File: src/flash_regs_pkg.sv
package flash_regs_pkg;

    // register indices; one aligned word each, byte address is four times the index
    localparam logic [13:0] CLOCK_DIVIDER_INDEX = 14'h1820;
    localparam logic [13:0] OPTIONS_INDEX = 14'h1821;
    localparam logic [13:0] PROTECT_INDEX = 14'h1828;
    localparam logic [13:0] TRIM_INDEX = 14'h1829;
    localparam logic [13:0] OP_STATUS_INDEX = 14'h182A;

    // register byte addresses on the APB bus
    localparam logic [15:0] CLOCK_DIVIDER_ADDR = {CLOCK_DIVIDER_INDEX, 2'h0};
    localparam logic [15:0] OPTIONS_ADDR = {OPTIONS_INDEX, 2'h0};
    localparam logic [15:0] PROTECT_ADDR = {PROTECT_INDEX, 2'h0};
    localparam logic [15:0] TRIM_ADDR = {TRIM_INDEX, 2'h0};
    localparam logic [15:0] OP_STATUS_ADDR = {OP_STATUS_INDEX, 2'h0};

    // clock divider fields
    localparam int LOADED_BIT = 7;
    localparam int PRESCALE_BIT = 6;
    localparam int DIVISOR_MSB = 5;
    localparam int DIVIDER_MSB = 6;
    localparam logic [6:0] DIVIDER_RESET = 7'h00;

    // options fields
    localparam int KEY_ENABLE_BIT = 7;
    localparam int REDIRECT_DISABLE_BIT = 6;
    localparam int SECURITY_MSB = 1;
    localparam logic [3:0] OPTIONS_UNUSED = 4'h0;
    localparam logic [1:0] UNSECURED_CODE = 2'h2;
    localparam logic [7:0] SHADOW_RESET = 8'h00;

    // operation status fields
    localparam int BUSY_BIT = 0;
    localparam int PERMIT_BIT = 1;

    // prescaler: divide by eight, counter terminal seven
    localparam int PRESCALE_WIDTH = 3;
    localparam logic [2:0] PRESCALE_TERMINAL = 3'h7;
    localparam int PRESCALE_RATIO = 8;

    localparam int PULSE_COUNT_WIDTH = 16;
    localparam logic [15:0] PULSE_ONE = 16'h0001;
    localparam logic [15:0] PULSE_ZERO = 16'h0000;
    localparam logic [31:0] READ_ZERO = 32'h0000_0000;

    typedef enum logic [0:0] {
        NV_CAPTURE = 1'b0,
        NV_RUN = 1'b1
    } nv_state_type;

endpackage : flash_regs_pkg

File: src/flash_clock_and_option_regs.sv
// Local design decision: the APB slave port.
`timescale 1ns/1ps
// Operation
// - divider top bit is read-only status; low seven bits readable, written once.
// - reset clears loaded flag; first divider write sets it regardless of data.
// - erase and program blocked while loaded flag is 0, permitted once 1.
// - divider bit 6 selects bus clock direct or bus clock divided by eight.
// - flash clock is selected input divided by six-bit divisor plus one.
// - timing pulse is one flash clock period; operations count whole pulses.
// - three nonvolatile locations copied into three shadow registers every reset.
// - options shadow loaded from nonvolatile location at reset only.
// - options readable anytime, writes ignored, bits 5 to 2 read zero.
// - options bit 7 key enable, bit 6 redirect disable, bits 1:0 security.
// - security code 10 is unsecured; key or blank check success forces 10.
module flash_clock_and_option_regs
    import flash_regs_pkg::*;
(
    input wire logic pclk, // bus clock, 200 MHz
    input wire logic presetn, // async reset, active low
    input wire logic psel, // APB select
    input wire logic penable, // APB access phase
    input wire logic pwrite, // APB direction, 1 write
    input wire logic [15:0] paddr, // APB byte address
    input wire logic [31:0] pwdata, // APB write data
    output logic [31:0] prdata, // APB read data
    output logic pready, // APB ready
    output logic pslverr, // APB error, unmapped address
    input wire logic [7:0] nv_options, // nonvolatile options location
    input wire logic [7:0] nv_protect, // nonvolatile protection location
    input wire logic [7:0] nv_trim, // third nonvolatile location
    input wire logic op_start, // sequencer starts erase/program, pulse
    input wire logic [15:0] op_pulses, // whole timing pulses for the operation
    input wire logic backdoor_ok, // backdoor key matched, pulse
    input wire logic blank_check_ok, // blank check passed, pulse
    output logic flash_clock_tick, // one pulse per flash clock period
    output logic erase_program_enable, // operations permitted
    output logic op_busy, // operation timing in progress
    output logic op_done, // operation finished, pulse
    output logic op_rejected, // start refused while blocked, pulse
    output logic nv_loaded, // shadows hold nonvolatile values
    output logic device_unsecured, // security code is unsecured
    output logic backdoor_key_enable, // shadowed key enable
    output logic vector_redirect_disable, // shadowed redirect disable
    output logic [7:0] protect_shadow, // shadowed protection byte
    output logic [7:0] trim_shadow // shadowed third byte
);

    nv_state_type nv_state_reg;
    logic [6:0] divider_reg;
    logic loaded_reg;
    logic key_enable_reg;
    logic redirect_disable_reg;
    logic [1:0] security_reg;
    logic [PULSE_COUNT_WIDTH-1:0] remaining_reg;
    logic [31:0] read_next;
    logic addr_hit;
    logic setup_phase;
    logic access_done;
    logic divider_write;
    logic prescale_by_eight;
    logic [DIVISOR_MSB:0] divisor;
    logic pre_tick;
    logic pre_raw_tick;
    logic fclk_raw_tick;
    logic input_tick;
    logic op_accept;
    logic [7:0] options_word;

    assign prescale_by_eight = divider_reg[PRESCALE_BIT];
    assign divisor = divider_reg[DIVISOR_MSB:0];
    assign options_word = {key_enable_reg, redirect_disable_reg, OPTIONS_UNUSED, security_reg};
    assign setup_phase = psel && !penable;
    assign access_done = psel && penable && pready;
    assign divider_write = access_done && pwrite && (paddr == CLOCK_DIVIDER_ADDR);
    assign op_accept = op_start && loaded_reg && !op_busy;

    // address decode and read mux
    always_comb begin
        addr_hit = 1'b1;
        read_next = READ_ZERO;
        case (paddr)
            CLOCK_DIVIDER_ADDR: read_next[7:0] = {loaded_reg, divider_reg};
            OPTIONS_ADDR: read_next[7:0] = options_word;
            PROTECT_ADDR: read_next[7:0] = protect_shadow;
            TRIM_ADDR: read_next[7:0] = trim_shadow;
            OP_STATUS_ADDR: begin
                read_next[BUSY_BIT] = op_busy;
                read_next[PERMIT_BIT] = loaded_reg;
            end
            default: addr_hit = 1'b0;
        endcase
    end

    // no wait state: ready, data and error registered in setup
    always_ff @(posedge pclk or negedge presetn) begin
        if (!presetn) begin
            pready <= 1'b0;
            pslverr <= 1'b0;
            prdata <= READ_ZERO;
        end else if (setup_phase) begin
            pready <= 1'b1;
            pslverr <= !addr_hit;
            prdata <= pwrite ? READ_ZERO : read_next;
        end else begin
            pready <= 1'b0;
            pslverr <= 1'b0;
        end
    end

    // write-once divider; options and shadows ignore writes
    always_ff @(posedge pclk or negedge presetn) begin
        if (!presetn) begin
            divider_reg <= DIVIDER_RESET;
            loaded_reg <= 1'b0;
        end else if (divider_write && !loaded_reg) begin
            divider_reg <= pwdata[DIVIDER_MSB:0];
            loaded_reg <= 1'b1;
        end
    end

    // nonvolatile capture after reset release
    always_ff @(posedge pclk or negedge presetn) begin
        if (!presetn) begin
            nv_state_reg <= NV_CAPTURE;
        end else begin
            case (nv_state_reg)
                NV_CAPTURE: nv_state_reg <= NV_RUN;
                NV_RUN: nv_state_reg <= NV_RUN;
                default: nv_state_reg <= NV_CAPTURE;
            endcase
        end
    end

    always_ff @(posedge pclk or negedge presetn) begin
        if (!presetn) begin
            protect_shadow <= SHADOW_RESET;
            trim_shadow <= SHADOW_RESET;
            key_enable_reg <= 1'b0;
            redirect_disable_reg <= 1'b0;
            nv_loaded <= 1'b0;
        end else if (nv_state_reg == NV_CAPTURE) begin
            protect_shadow <= nv_protect;
            trim_shadow <= nv_trim;
            key_enable_reg <= nv_options[KEY_ENABLE_BIT];
            redirect_disable_reg <= nv_options[REDIRECT_DISABLE_BIT];
            nv_loaded <= 1'b1;
        end
    end

    // security code: reset capture, unlock events force unsecured
    always_ff @(posedge pclk or negedge presetn) begin
        if (!presetn) begin
            security_reg <= ~UNSECURED_CODE;
        end else if (nv_state_reg == NV_CAPTURE) begin
            security_reg <= nv_options[SECURITY_MSB:0];
        end else if (backdoor_ok || blank_check_ok) begin
            security_reg <= UNSECURED_CODE;
        end
    end

    always_ff @(posedge pclk or negedge presetn) begin
        if (!presetn) begin
            device_unsecured <= 1'b0;
            backdoor_key_enable <= 1'b0;
            vector_redirect_disable <= 1'b0;
            erase_program_enable <= 1'b0;
        end else begin
            device_unsecured <= (security_reg == UNSECURED_CODE);
            backdoor_key_enable <= key_enable_reg;
            vector_redirect_disable <= redirect_disable_reg;
            erase_program_enable <= loaded_reg;
        end
    end

    // flash clock: optional divide by eight, then divisor plus one
    tick_divider #(
        .WIDTH(PRESCALE_WIDTH)
    ) u_prescale (
        .pclk(pclk),
        .presetn(presetn),
        .enable(loaded_reg && prescale_by_eight),
        .terminal(PRESCALE_TERMINAL),
        .tick(pre_raw_tick)
    );

    assign pre_tick = prescale_by_eight ? pre_raw_tick : 1'b1;
    assign input_tick = loaded_reg && pre_tick;

    tick_divider #(
        .WIDTH(DIVISOR_MSB + 1)
    ) u_divisor (
        .pclk(pclk),
        .presetn(presetn),
        .enable(input_tick),
        .terminal(divisor),
        .tick(fclk_raw_tick)
    );

    always_ff @(posedge pclk or negedge presetn) begin
        if (!presetn) begin
            flash_clock_tick <= 1'b0;
        end else begin
            flash_clock_tick <= fclk_raw_tick;
        end
    end

    // operation timer counts whole flash clock pulses
    always_ff @(posedge pclk or negedge presetn) begin
        if (!presetn) begin
            op_busy <= 1'b0;
            op_done <= 1'b0;
            op_rejected <= 1'b0;
            remaining_reg <= PULSE_ZERO;
        end else begin
            op_done <= 1'b0;
            op_rejected <= op_start && !loaded_reg;
            if (op_accept) begin
                if (op_pulses == PULSE_ZERO) begin
                    op_done <= 1'b1;
                end else begin
                    op_busy <= 1'b1;
                    remaining_reg <= op_pulses;
                end
            end else if (op_busy && fclk_raw_tick) begin
                remaining_reg <= remaining_reg - PULSE_ONE;
                if (remaining_reg == PULSE_ONE) begin
                    op_busy <= 1'b0;
                    op_done <= 1'b1;
                end
            end
        end
    end

    // checks
    logic [9:0] gap_reg;
    logic seen_tick_reg;
    logic [9:0] expected_gap;

    assign expected_gap = prescale_by_eight ? {1'b0, divisor, 3'h0} + 10'd8 : {4'h0, divisor} + 10'd1;

    always_ff @(posedge pclk or negedge presetn) begin
        if (!presetn) begin
            gap_reg <= 10'h000;
            seen_tick_reg <= 1'b0;
        end else if (fclk_raw_tick) begin
            gap_reg <= 10'h001;
            seen_tick_reg <= 1'b1;
        end else if (loaded_reg) begin
            gap_reg <= gap_reg + 10'h001;
        end
    end
endmodule : flash_clock_and_option_regs

File: src/tick_divider.sv
`timescale 1ns/1ps
module tick_divider #(
    parameter int WIDTH = 6
) (
    input wire logic pclk, // bus clock
    input wire logic presetn, // async reset, active low
    input wire logic enable, // advance one step
    input wire logic [WIDTH-1:0] terminal, // divide by terminal plus one
    output logic tick // one-cycle pulse at terminal
);

    logic [WIDTH-1:0] count_reg;

    assign tick = enable && (count_reg >= terminal);

    always_ff @(posedge pclk or negedge presetn) begin
        if (!presetn) begin
            count_reg <= '0;
        end else if (tick) begin
            count_reg <= '0;
        end else if (enable) begin
            count_reg <= count_reg + 1'b1;
        end
    end

endmodule : tick_divider
File: config.mk
export PLATFORM = sky130hd
export DESIGN_NAME = flash_clock_and_option_regs
export DESIGN_NICKNAME = d
export VERILOG_FILES = /design/src/flash_regs_pkg.sv /design/src/flash_clock_and_option_regs.sv /design/src/tick_divider.sv
export SDC_FILE = /design/constraint.sdc
export NUM_CORES = 1
export LEC_CHECK = 0
export BUFFER_PORTS_ARGS = -buffer_cell sky130_fd_sc_hd__buf_2
export CAP_MARGIN = 15
export CORE_MARGIN = 5
export CORE_UTILIZATION = 53
export DETAILED_ROUTE_END_ITERATION = 10
export PLACE_DENSITY = 0.9
export SLEW_MARGIN = 10
export SYNTH_ARGS = -nofsm -noshare
export SYNTH_HDL_FRONTEND = slang
export SYNTH_HIERARCHICAL = 1
export SYNTH_SLANG_ARGS = --single-unit
File: constraint.sdc
create_clock -name pclk -period 5 [get_ports pclk]
set_input_delay 0.25 -clock pclk [delete_from_list [all_inputs] [get_ports pclk]]
set_output_delay 0.25 -clock pclk [all_outputs]
set_load 0.05 [all_outputs]
# --- Word level (Yosys, flattened, before mapping) ---
# Index checks and enable logic that the tools add are counted.
totals:
  ff_bits: 97
  latch_bits: 0
  ramBits: 0
  mem_bits_ro: 0
  in_bits: 96
  wordCells: 88
  mem_count: 0
op_classes:
  addsub: 3
  mul: 0
  n_div: 0
  magnitude_cmp: 2
  eq_ne: 9
  shift: 0
  muxes: 24
  n_bitwise: 0
  n_reduce_logical: 27
op_table:
  columns: ["op", "n"]
  rows:
  - ["== test 16 x 15 -> 1 bit (second input constant)", 5]
  - ["two-way mux 16 bit", 3]
  - ["case mux 6 bit (4 select lines)", 1]
  - ["== test 16 x 1 -> 1 bit (second input constant)", 1]
  - ["logical NOT 16 bit", 1]
  - ["subtractor 16 x 1 -> 16 bit (second input constant)", 1]
  - ["logical AND 1 bit", 14]
  - ["two-way mux 1 bit", 12]
  - ["two-way mux 6 bit", 2]
  - ["case mux 2 bit (5 select lines)", 1]
  - ["two-way mux 8 bit", 1]
  - ["nonzero test 2 bit", 4]
  - ["adder 6 x 1 -> 6 bit (second input constant)", 1]
  - [">= comparator 6 bit", 1]
  - ["two-way mux 3 bit", 2]
  - ["OR reduction 5 bit", 1]
  - ["logical NOT 1 bit", 4]
  - ["two-way mux 2 bit", 2]
  - ["adder 3 x 1 -> 3 bit (second input constant)", 1]
  - [">= comparator 3 bit (second input constant)", 1]
  - ["AND reduction 3 bit", 1]
  - ["== test 2 bit (second input constant)", 1]
  - ["inequality test 2 x 1 -> 1 bit (second input constant)", 1]
  - ["inequality test 2 bit (second input constant)", 1]
  - ["2 further kinds", 2]

# --- Logic depth before layout (Yosys ltp) ---
depth:
  ltp_word: 8
  mapped_depth: 14
  depth_no_buf: 12

# --- Cells and area by module ---
# The synthesis kept the hierarchy.
by_module_without_submodules:
  columns: ["mod", "n_inst", "cells_per_inst", "area_each_um2"]
  rows:
  - ["flash_clock_and_option_regs", 1, 310, 3279.4]
  - ["tick_divider at u_divisor", 1, 51, 535.5]
  - ["tick_divider at u_prescale", 1, 24, 216.5]

# --- Worst setup path before layout ---
# Ideal clock, no wire load.
synth_timing:
  path_type: "flip-flop to flip-flop"
  startpoint: "reg u_prescale.count_reg[0]"
  endpoint: "reg remaining_reg[14]"
  setup_ns: 0.121
  arrival_time_ns: 2.320
  t_required_ns: 4.879
  setup_slack_ns: 2.558
  stages_incl_launch_ff: 15
  synth_period_minus_slack_ns: 2.442
  path_cell_list: "dfrtp_1 -> inv_1 -> ha_1 -> nand2b_1 -> a31oi_2 -> nor2b_1 -> inv_1 -> a21boi_0 -> buf_6 -> and2_1 -> nand2_1 -> a21boi_0 -> clkbuf_1 -> nor2_1 -> o22a_1"
synth_via:
  elab_chain_cells: 8
synth_rtl:
  columns: ["element", "line", "source"]
  rows:
  - ["start, declared", "tick_divider.sv:12", "logic [WIDTH-1:0] count_reg;"]
  - ["start signal, assigned", "tick_divider.sv:22", "count_reg <= count_reg + 1'b1;"]
  - [">= comparator 3 bit", "tick_divider.sv:14", "assign tick = enable && (count_reg >= terminal);"]
  - ["logical AND 1 bit", "tick_divider.sv:14", null]
  - ["via pre_raw_tick", "flash_clock_and_option_regs.sv:63", "logic pre_raw_tick;"]
  - ["two-way mux 1 bit", "flash_clock_and_option_regs.sv:186", "assign pre_tick = prescale_by_eight ? pre_raw_tick : 1'b1;"]
  - ["logical AND 1 bit", "flash_clock_and_option_regs.sv:187", "assign input_tick = loaded_reg && pre_tick;"]
  - ["via input_tick", "flash_clock_and_option_regs.sv:65", "logic input_tick;"]
  - ["logical AND 1 bit", "tick_divider.sv:14", null]
  - ["via fclk_raw_tick", "flash_clock_and_option_regs.sv:64", "logic fclk_raw_tick;"]
  - ["logical AND 1 bit", "flash_clock_and_option_regs.sv:224", "end else if (op_busy && fclk_raw_tick) begin"]
  - ["nonzero test 2 bit (no line)", null, null]
  - ["AND reduction 2 bit (no line)", null, null]
  - ["end signal, assigned", "flash_clock_and_option_regs.sv:222", "remaining_reg <= op_pulses;"]
  - ["end signal, assigned", "flash_clock_and_option_regs.sv:225", "remaining_reg <= remaining_reg - PULSE_ONE;"]
  - ["end, declared", "flash_clock_and_option_regs.sv:54", "logic [PULSE_COUNT_WIDTH-1:0] remaining_reg;"]
# The timed path passes the listed nets, and every way through them passes these cells.
# A chain may end at the register's enable or synchronous reset.

# --- Worst setup path in the final report ---
layout_timing:
  startpoint: "reg u_prescale.count_reg[0]"
  endpoint: "reg remaining_reg[2]"
# Same word-level chain as after synthesis.

==> impl_metrics.toml <==
[run_status]
run_status = "finished clean"

[clock_tree]
clkLatencyLatePin_ps = 350
cts-resized-gates = 0
cts_buffer_depth = 2
clock_tree_from_tritoncts = "yes"
buffer_type_at_the_clock_tree_root = "sky130_fd_sc_hd__clkbuf_8"
hold_buffers = 0
clk_pin_slew_ps = 70
number_of_buffers_inserted_during_clock_tree_synthesis = 9
clock_tree.htree_level_count = 3
clock-sinks = 73
cts_setup_buffers = 0

[timing]
hold_viol = 0
clock.fmax_mhz = 379
grt_setup_unrepaired = "false"
clock-skew-final_ps = 9.58
setup_viol = 0
setup_total_negative_slack_ps = 0
max_slew_margin_pct = 38.1
worst_slew_pin_slew_ps = 929
final.period_utilization_pct = 52.7
period_needed_ps = 2640
timing_max_transition_violations_final = 0

[critical_path]
crit_path_max_fanout = 12
critPathTopFamily = "compound AO/OA/AOI/OAI gates"
r2r_end = "remaining_reg[2]"
r2r_slack_ps = 2360
timing.rr.start = "u_prescale/count_reg[0]"
crit_path_top_delay_cell = "sky130_fd_sc_hd__a22o_1"
critPathArrivalTime_ps = 2880
rr_worst_depth = 12
crit_buf_inv = 3
category_of_the_worst_setup_path_capture_point = "flop"
worst-setup-path-type = "flop to flop"
critical-path-max-stage-delay_ps = 420
worstPathCellList = "inv_1 -> ha_1 -> nand2b_1 -> a31oi_2 -> nor2b_1 -> inv_1 -> a21boi_0 -> buf_4 -> and2_1 -> a22o_1 -> o21ai_0 -> a22o_1"
crit_path_start_kind = "flop"
worst-path-stages = 12
cp.required_ps = 5240

[logic_synthesis]
synth-seq-cells = 73
ys_types = 68
async_flop_share_pct = 100
synth.yosys.warnings = 6
synth.avg_cell_area_um2 = 10.5
synth_area_um2 = 4030
synth-main-ff-cell = "sky130_fd_sc_hd__dfrtp_1"
synth-edff-count = 0
sequential_to_total_area_share_from_yosys_stat_pct = 45.3
synthesis.instances = 385

[global_routing]
grt_util_met1_pct = 24.9
grt.overflow.total = 0
global_route.usage.met3_pct = 6.68
grt_max_degree = 74
grt.total_usage_pct = 21.5
busiest_layer = "met2"
grt_antenna_before_repair = 0
grt_first_pass_wirelength_um = 16700
first_global_vias = 3533
grt_use_met2_pct = 37.5

[worst_hold_path]
hold-path-endpoint = "security_reg[0]"
hold_depth = 2
min_from = "blank_check_ok"
hold_path.class = "input port to flop"

[place]
place.port_buffers = 101
gpl.final_weighted_congestion = 0.925
placement.cell_area_um2 = 4530
numPlacedInstances = 575
hpwl_um = 7360

[floorplan]
die-area_um2 = 9450
die_x_um = 97.2
placeableCoreArea_um2 = 7330
die_h_um = 97.2
floorplan.io_pins = 155
initial_core_util_pct = 55.0
placementRows = 31

[detailed_routing]
drt_pass1_iterations = 5
remaining_drc_errors = 0
drtIter0Drc = 273
routed-via-count = 3403
final_antenna_net_count = 0
wirelength_um = 9920
route.detailed.wl_per_inst_um = 16.8
drt-vias-per-instance = 5.76

[power_and_ir_drop]
power.ir.vdd_worst_mv = 0.253
power_density_nw_per_um2 = 283
leakage_nw = 2.22
fin_total_pwr_mw = 1.34

[final_layout]
most_common_cell_after_layout_fill_and_taps_aside = "sky130_fd_sc_hd__buf_2"
synthesis_to_layout_area_growth_pct = 17.7
final_cell_area_um2 = 4750
post_route_cells_drive_above_1_share_pct = 33.5
layout_common_cells = "sky130_fd_sc_hd__buf_2, sky130_fd_sc_hd__dfrtp_1, sky130_fd_sc_hd__o21ai_0"
antenna_diode_count = 0
num-nets-final = 596
post_layout_nonfiller_instances = 591
final_core_utilization_pct = 64.7
largest_reg_flops = 16

[job]
max-cap-violations = 0
## kinds of logic (layout without fill, tap and decap cells)
| kind of cell | Yosys count | after routing | synth area share [%] |
|---|---|---|---|
| flops | 73 | 73 | 45.3 |
| xor+xnor | 2 | 2 | 0.435 |
| simple gates | 109 | 109 | 16.1 |
| compound gates | 101 | 101 | 17.7 |
| mux | 26 | 26 | 7.88 |
| buf+inv | 59 | 140 | 8.29 |
| fa+ha+maj | 13 | 13 | 4.03 |
| other cells | 2 | 28 | 0.186 |
## metrics by stage
step | setup WS [ps] | hold slack, ps
floorplan | 2560 | -45.6
global placement | 2470 | 381
detailed placement | 2410 | 388
CTS | 2400 | 62.9
global route | 2120 | 70.6
finish | 2360 | 84.6
## how the worst max path moves through the flow
stage / startpoint / end / slack [ps]
floorplan: u_prescale/count_reg[0] / remaining_reg[14] / 2560
global placement: u_prescale/count_reg[0] / remaining_reg[2] / 2470
detailed placement: u_prescale/count_reg[0] / remaining_reg[2] / 2410
CTS: u_prescale/count_reg[0] / remaining_reg[14] / 2400
global route: u_prescale/count_reg[0] / op_busy / 2120
finish: u_prescale/count_reg[0] / remaining_reg[2] / 2360
## power breakdown
group          leakage (nW)  internal (mW)  switching [mW]
Sequential            0.914          0.612          0.0186
Combinational          1.20         0.0519           0.150
Clock                 0.113          0.294           0.216
Total                  2.22          0.957           0.384
## area by class of cell
cell class                 instances  area, µm²
sequential                        73       1830
fill                             582       2580
multi-input combinational        279       1970
clock buffer                      11        141
tap                               99        124
clock inverter                     5       78.8
inverter                          19       71.3
timing repair buffer             105        536
## layer usage
metal,vias to the layer above,routed length [µm]
met5,-,0
met4,0,228
met3,29,787
met2,162,5080
met1,1641,3830
li1,1571,-
## cell usage after synthesis (4+ instances only)
library cell / count / share of area (%)
sky130_fd_sc_hd__dfrtp_1: 72 / 45
sky130_fd_sc_hd__o21ai_0: 29 / 3.6
sky130_fd_sc_hd__buf_4: 24 / 4.5
sky130_fd_sc_hd__a21oi_1: 20 / 2.5
sky130_fd_sc_hd__nand2_1: 20 / 1.9
sky130_fd_sc_hd__nor2_1: 20 / 1.9
sky130_fd_sc_hd__inv_1: 19 / 1.8
sky130_fd_sc_hd__mux2_2: 18 / 5.0
sky130_fd_sc_hd__ha_1: 13 / 4.0
sky130_fd_sc_hd__clkbuf_1: 12 / 1.1
sky130_fd_sc_hd__nor3_1: 11 / 1.4
sky130_fd_sc_hd__nor4_1: 11 / 1.7
sky130_fd_sc_hd__mux2_4: 7 / 2.6
sky130_fd_sc_hd__nand3_1: 7 / 0.87
sky130_fd_sc_hd__a222oi_1: 6 / 1.5
sky130_fd_sc_hd__a22oi_1: 6 / 1.1
sky130_fd_sc_hd__a22o_1: 5 / 1.1
sky130_fd_sc_hd__nand2b_1: 5 / 0.78
sky130_fd_sc_hd__o2bb2ai_1: 4 / 0.87
sky130_fd_sc_hd__or3_1: 4 / 0.62
No activity file was read; power rests on OpenSTA's default activity.
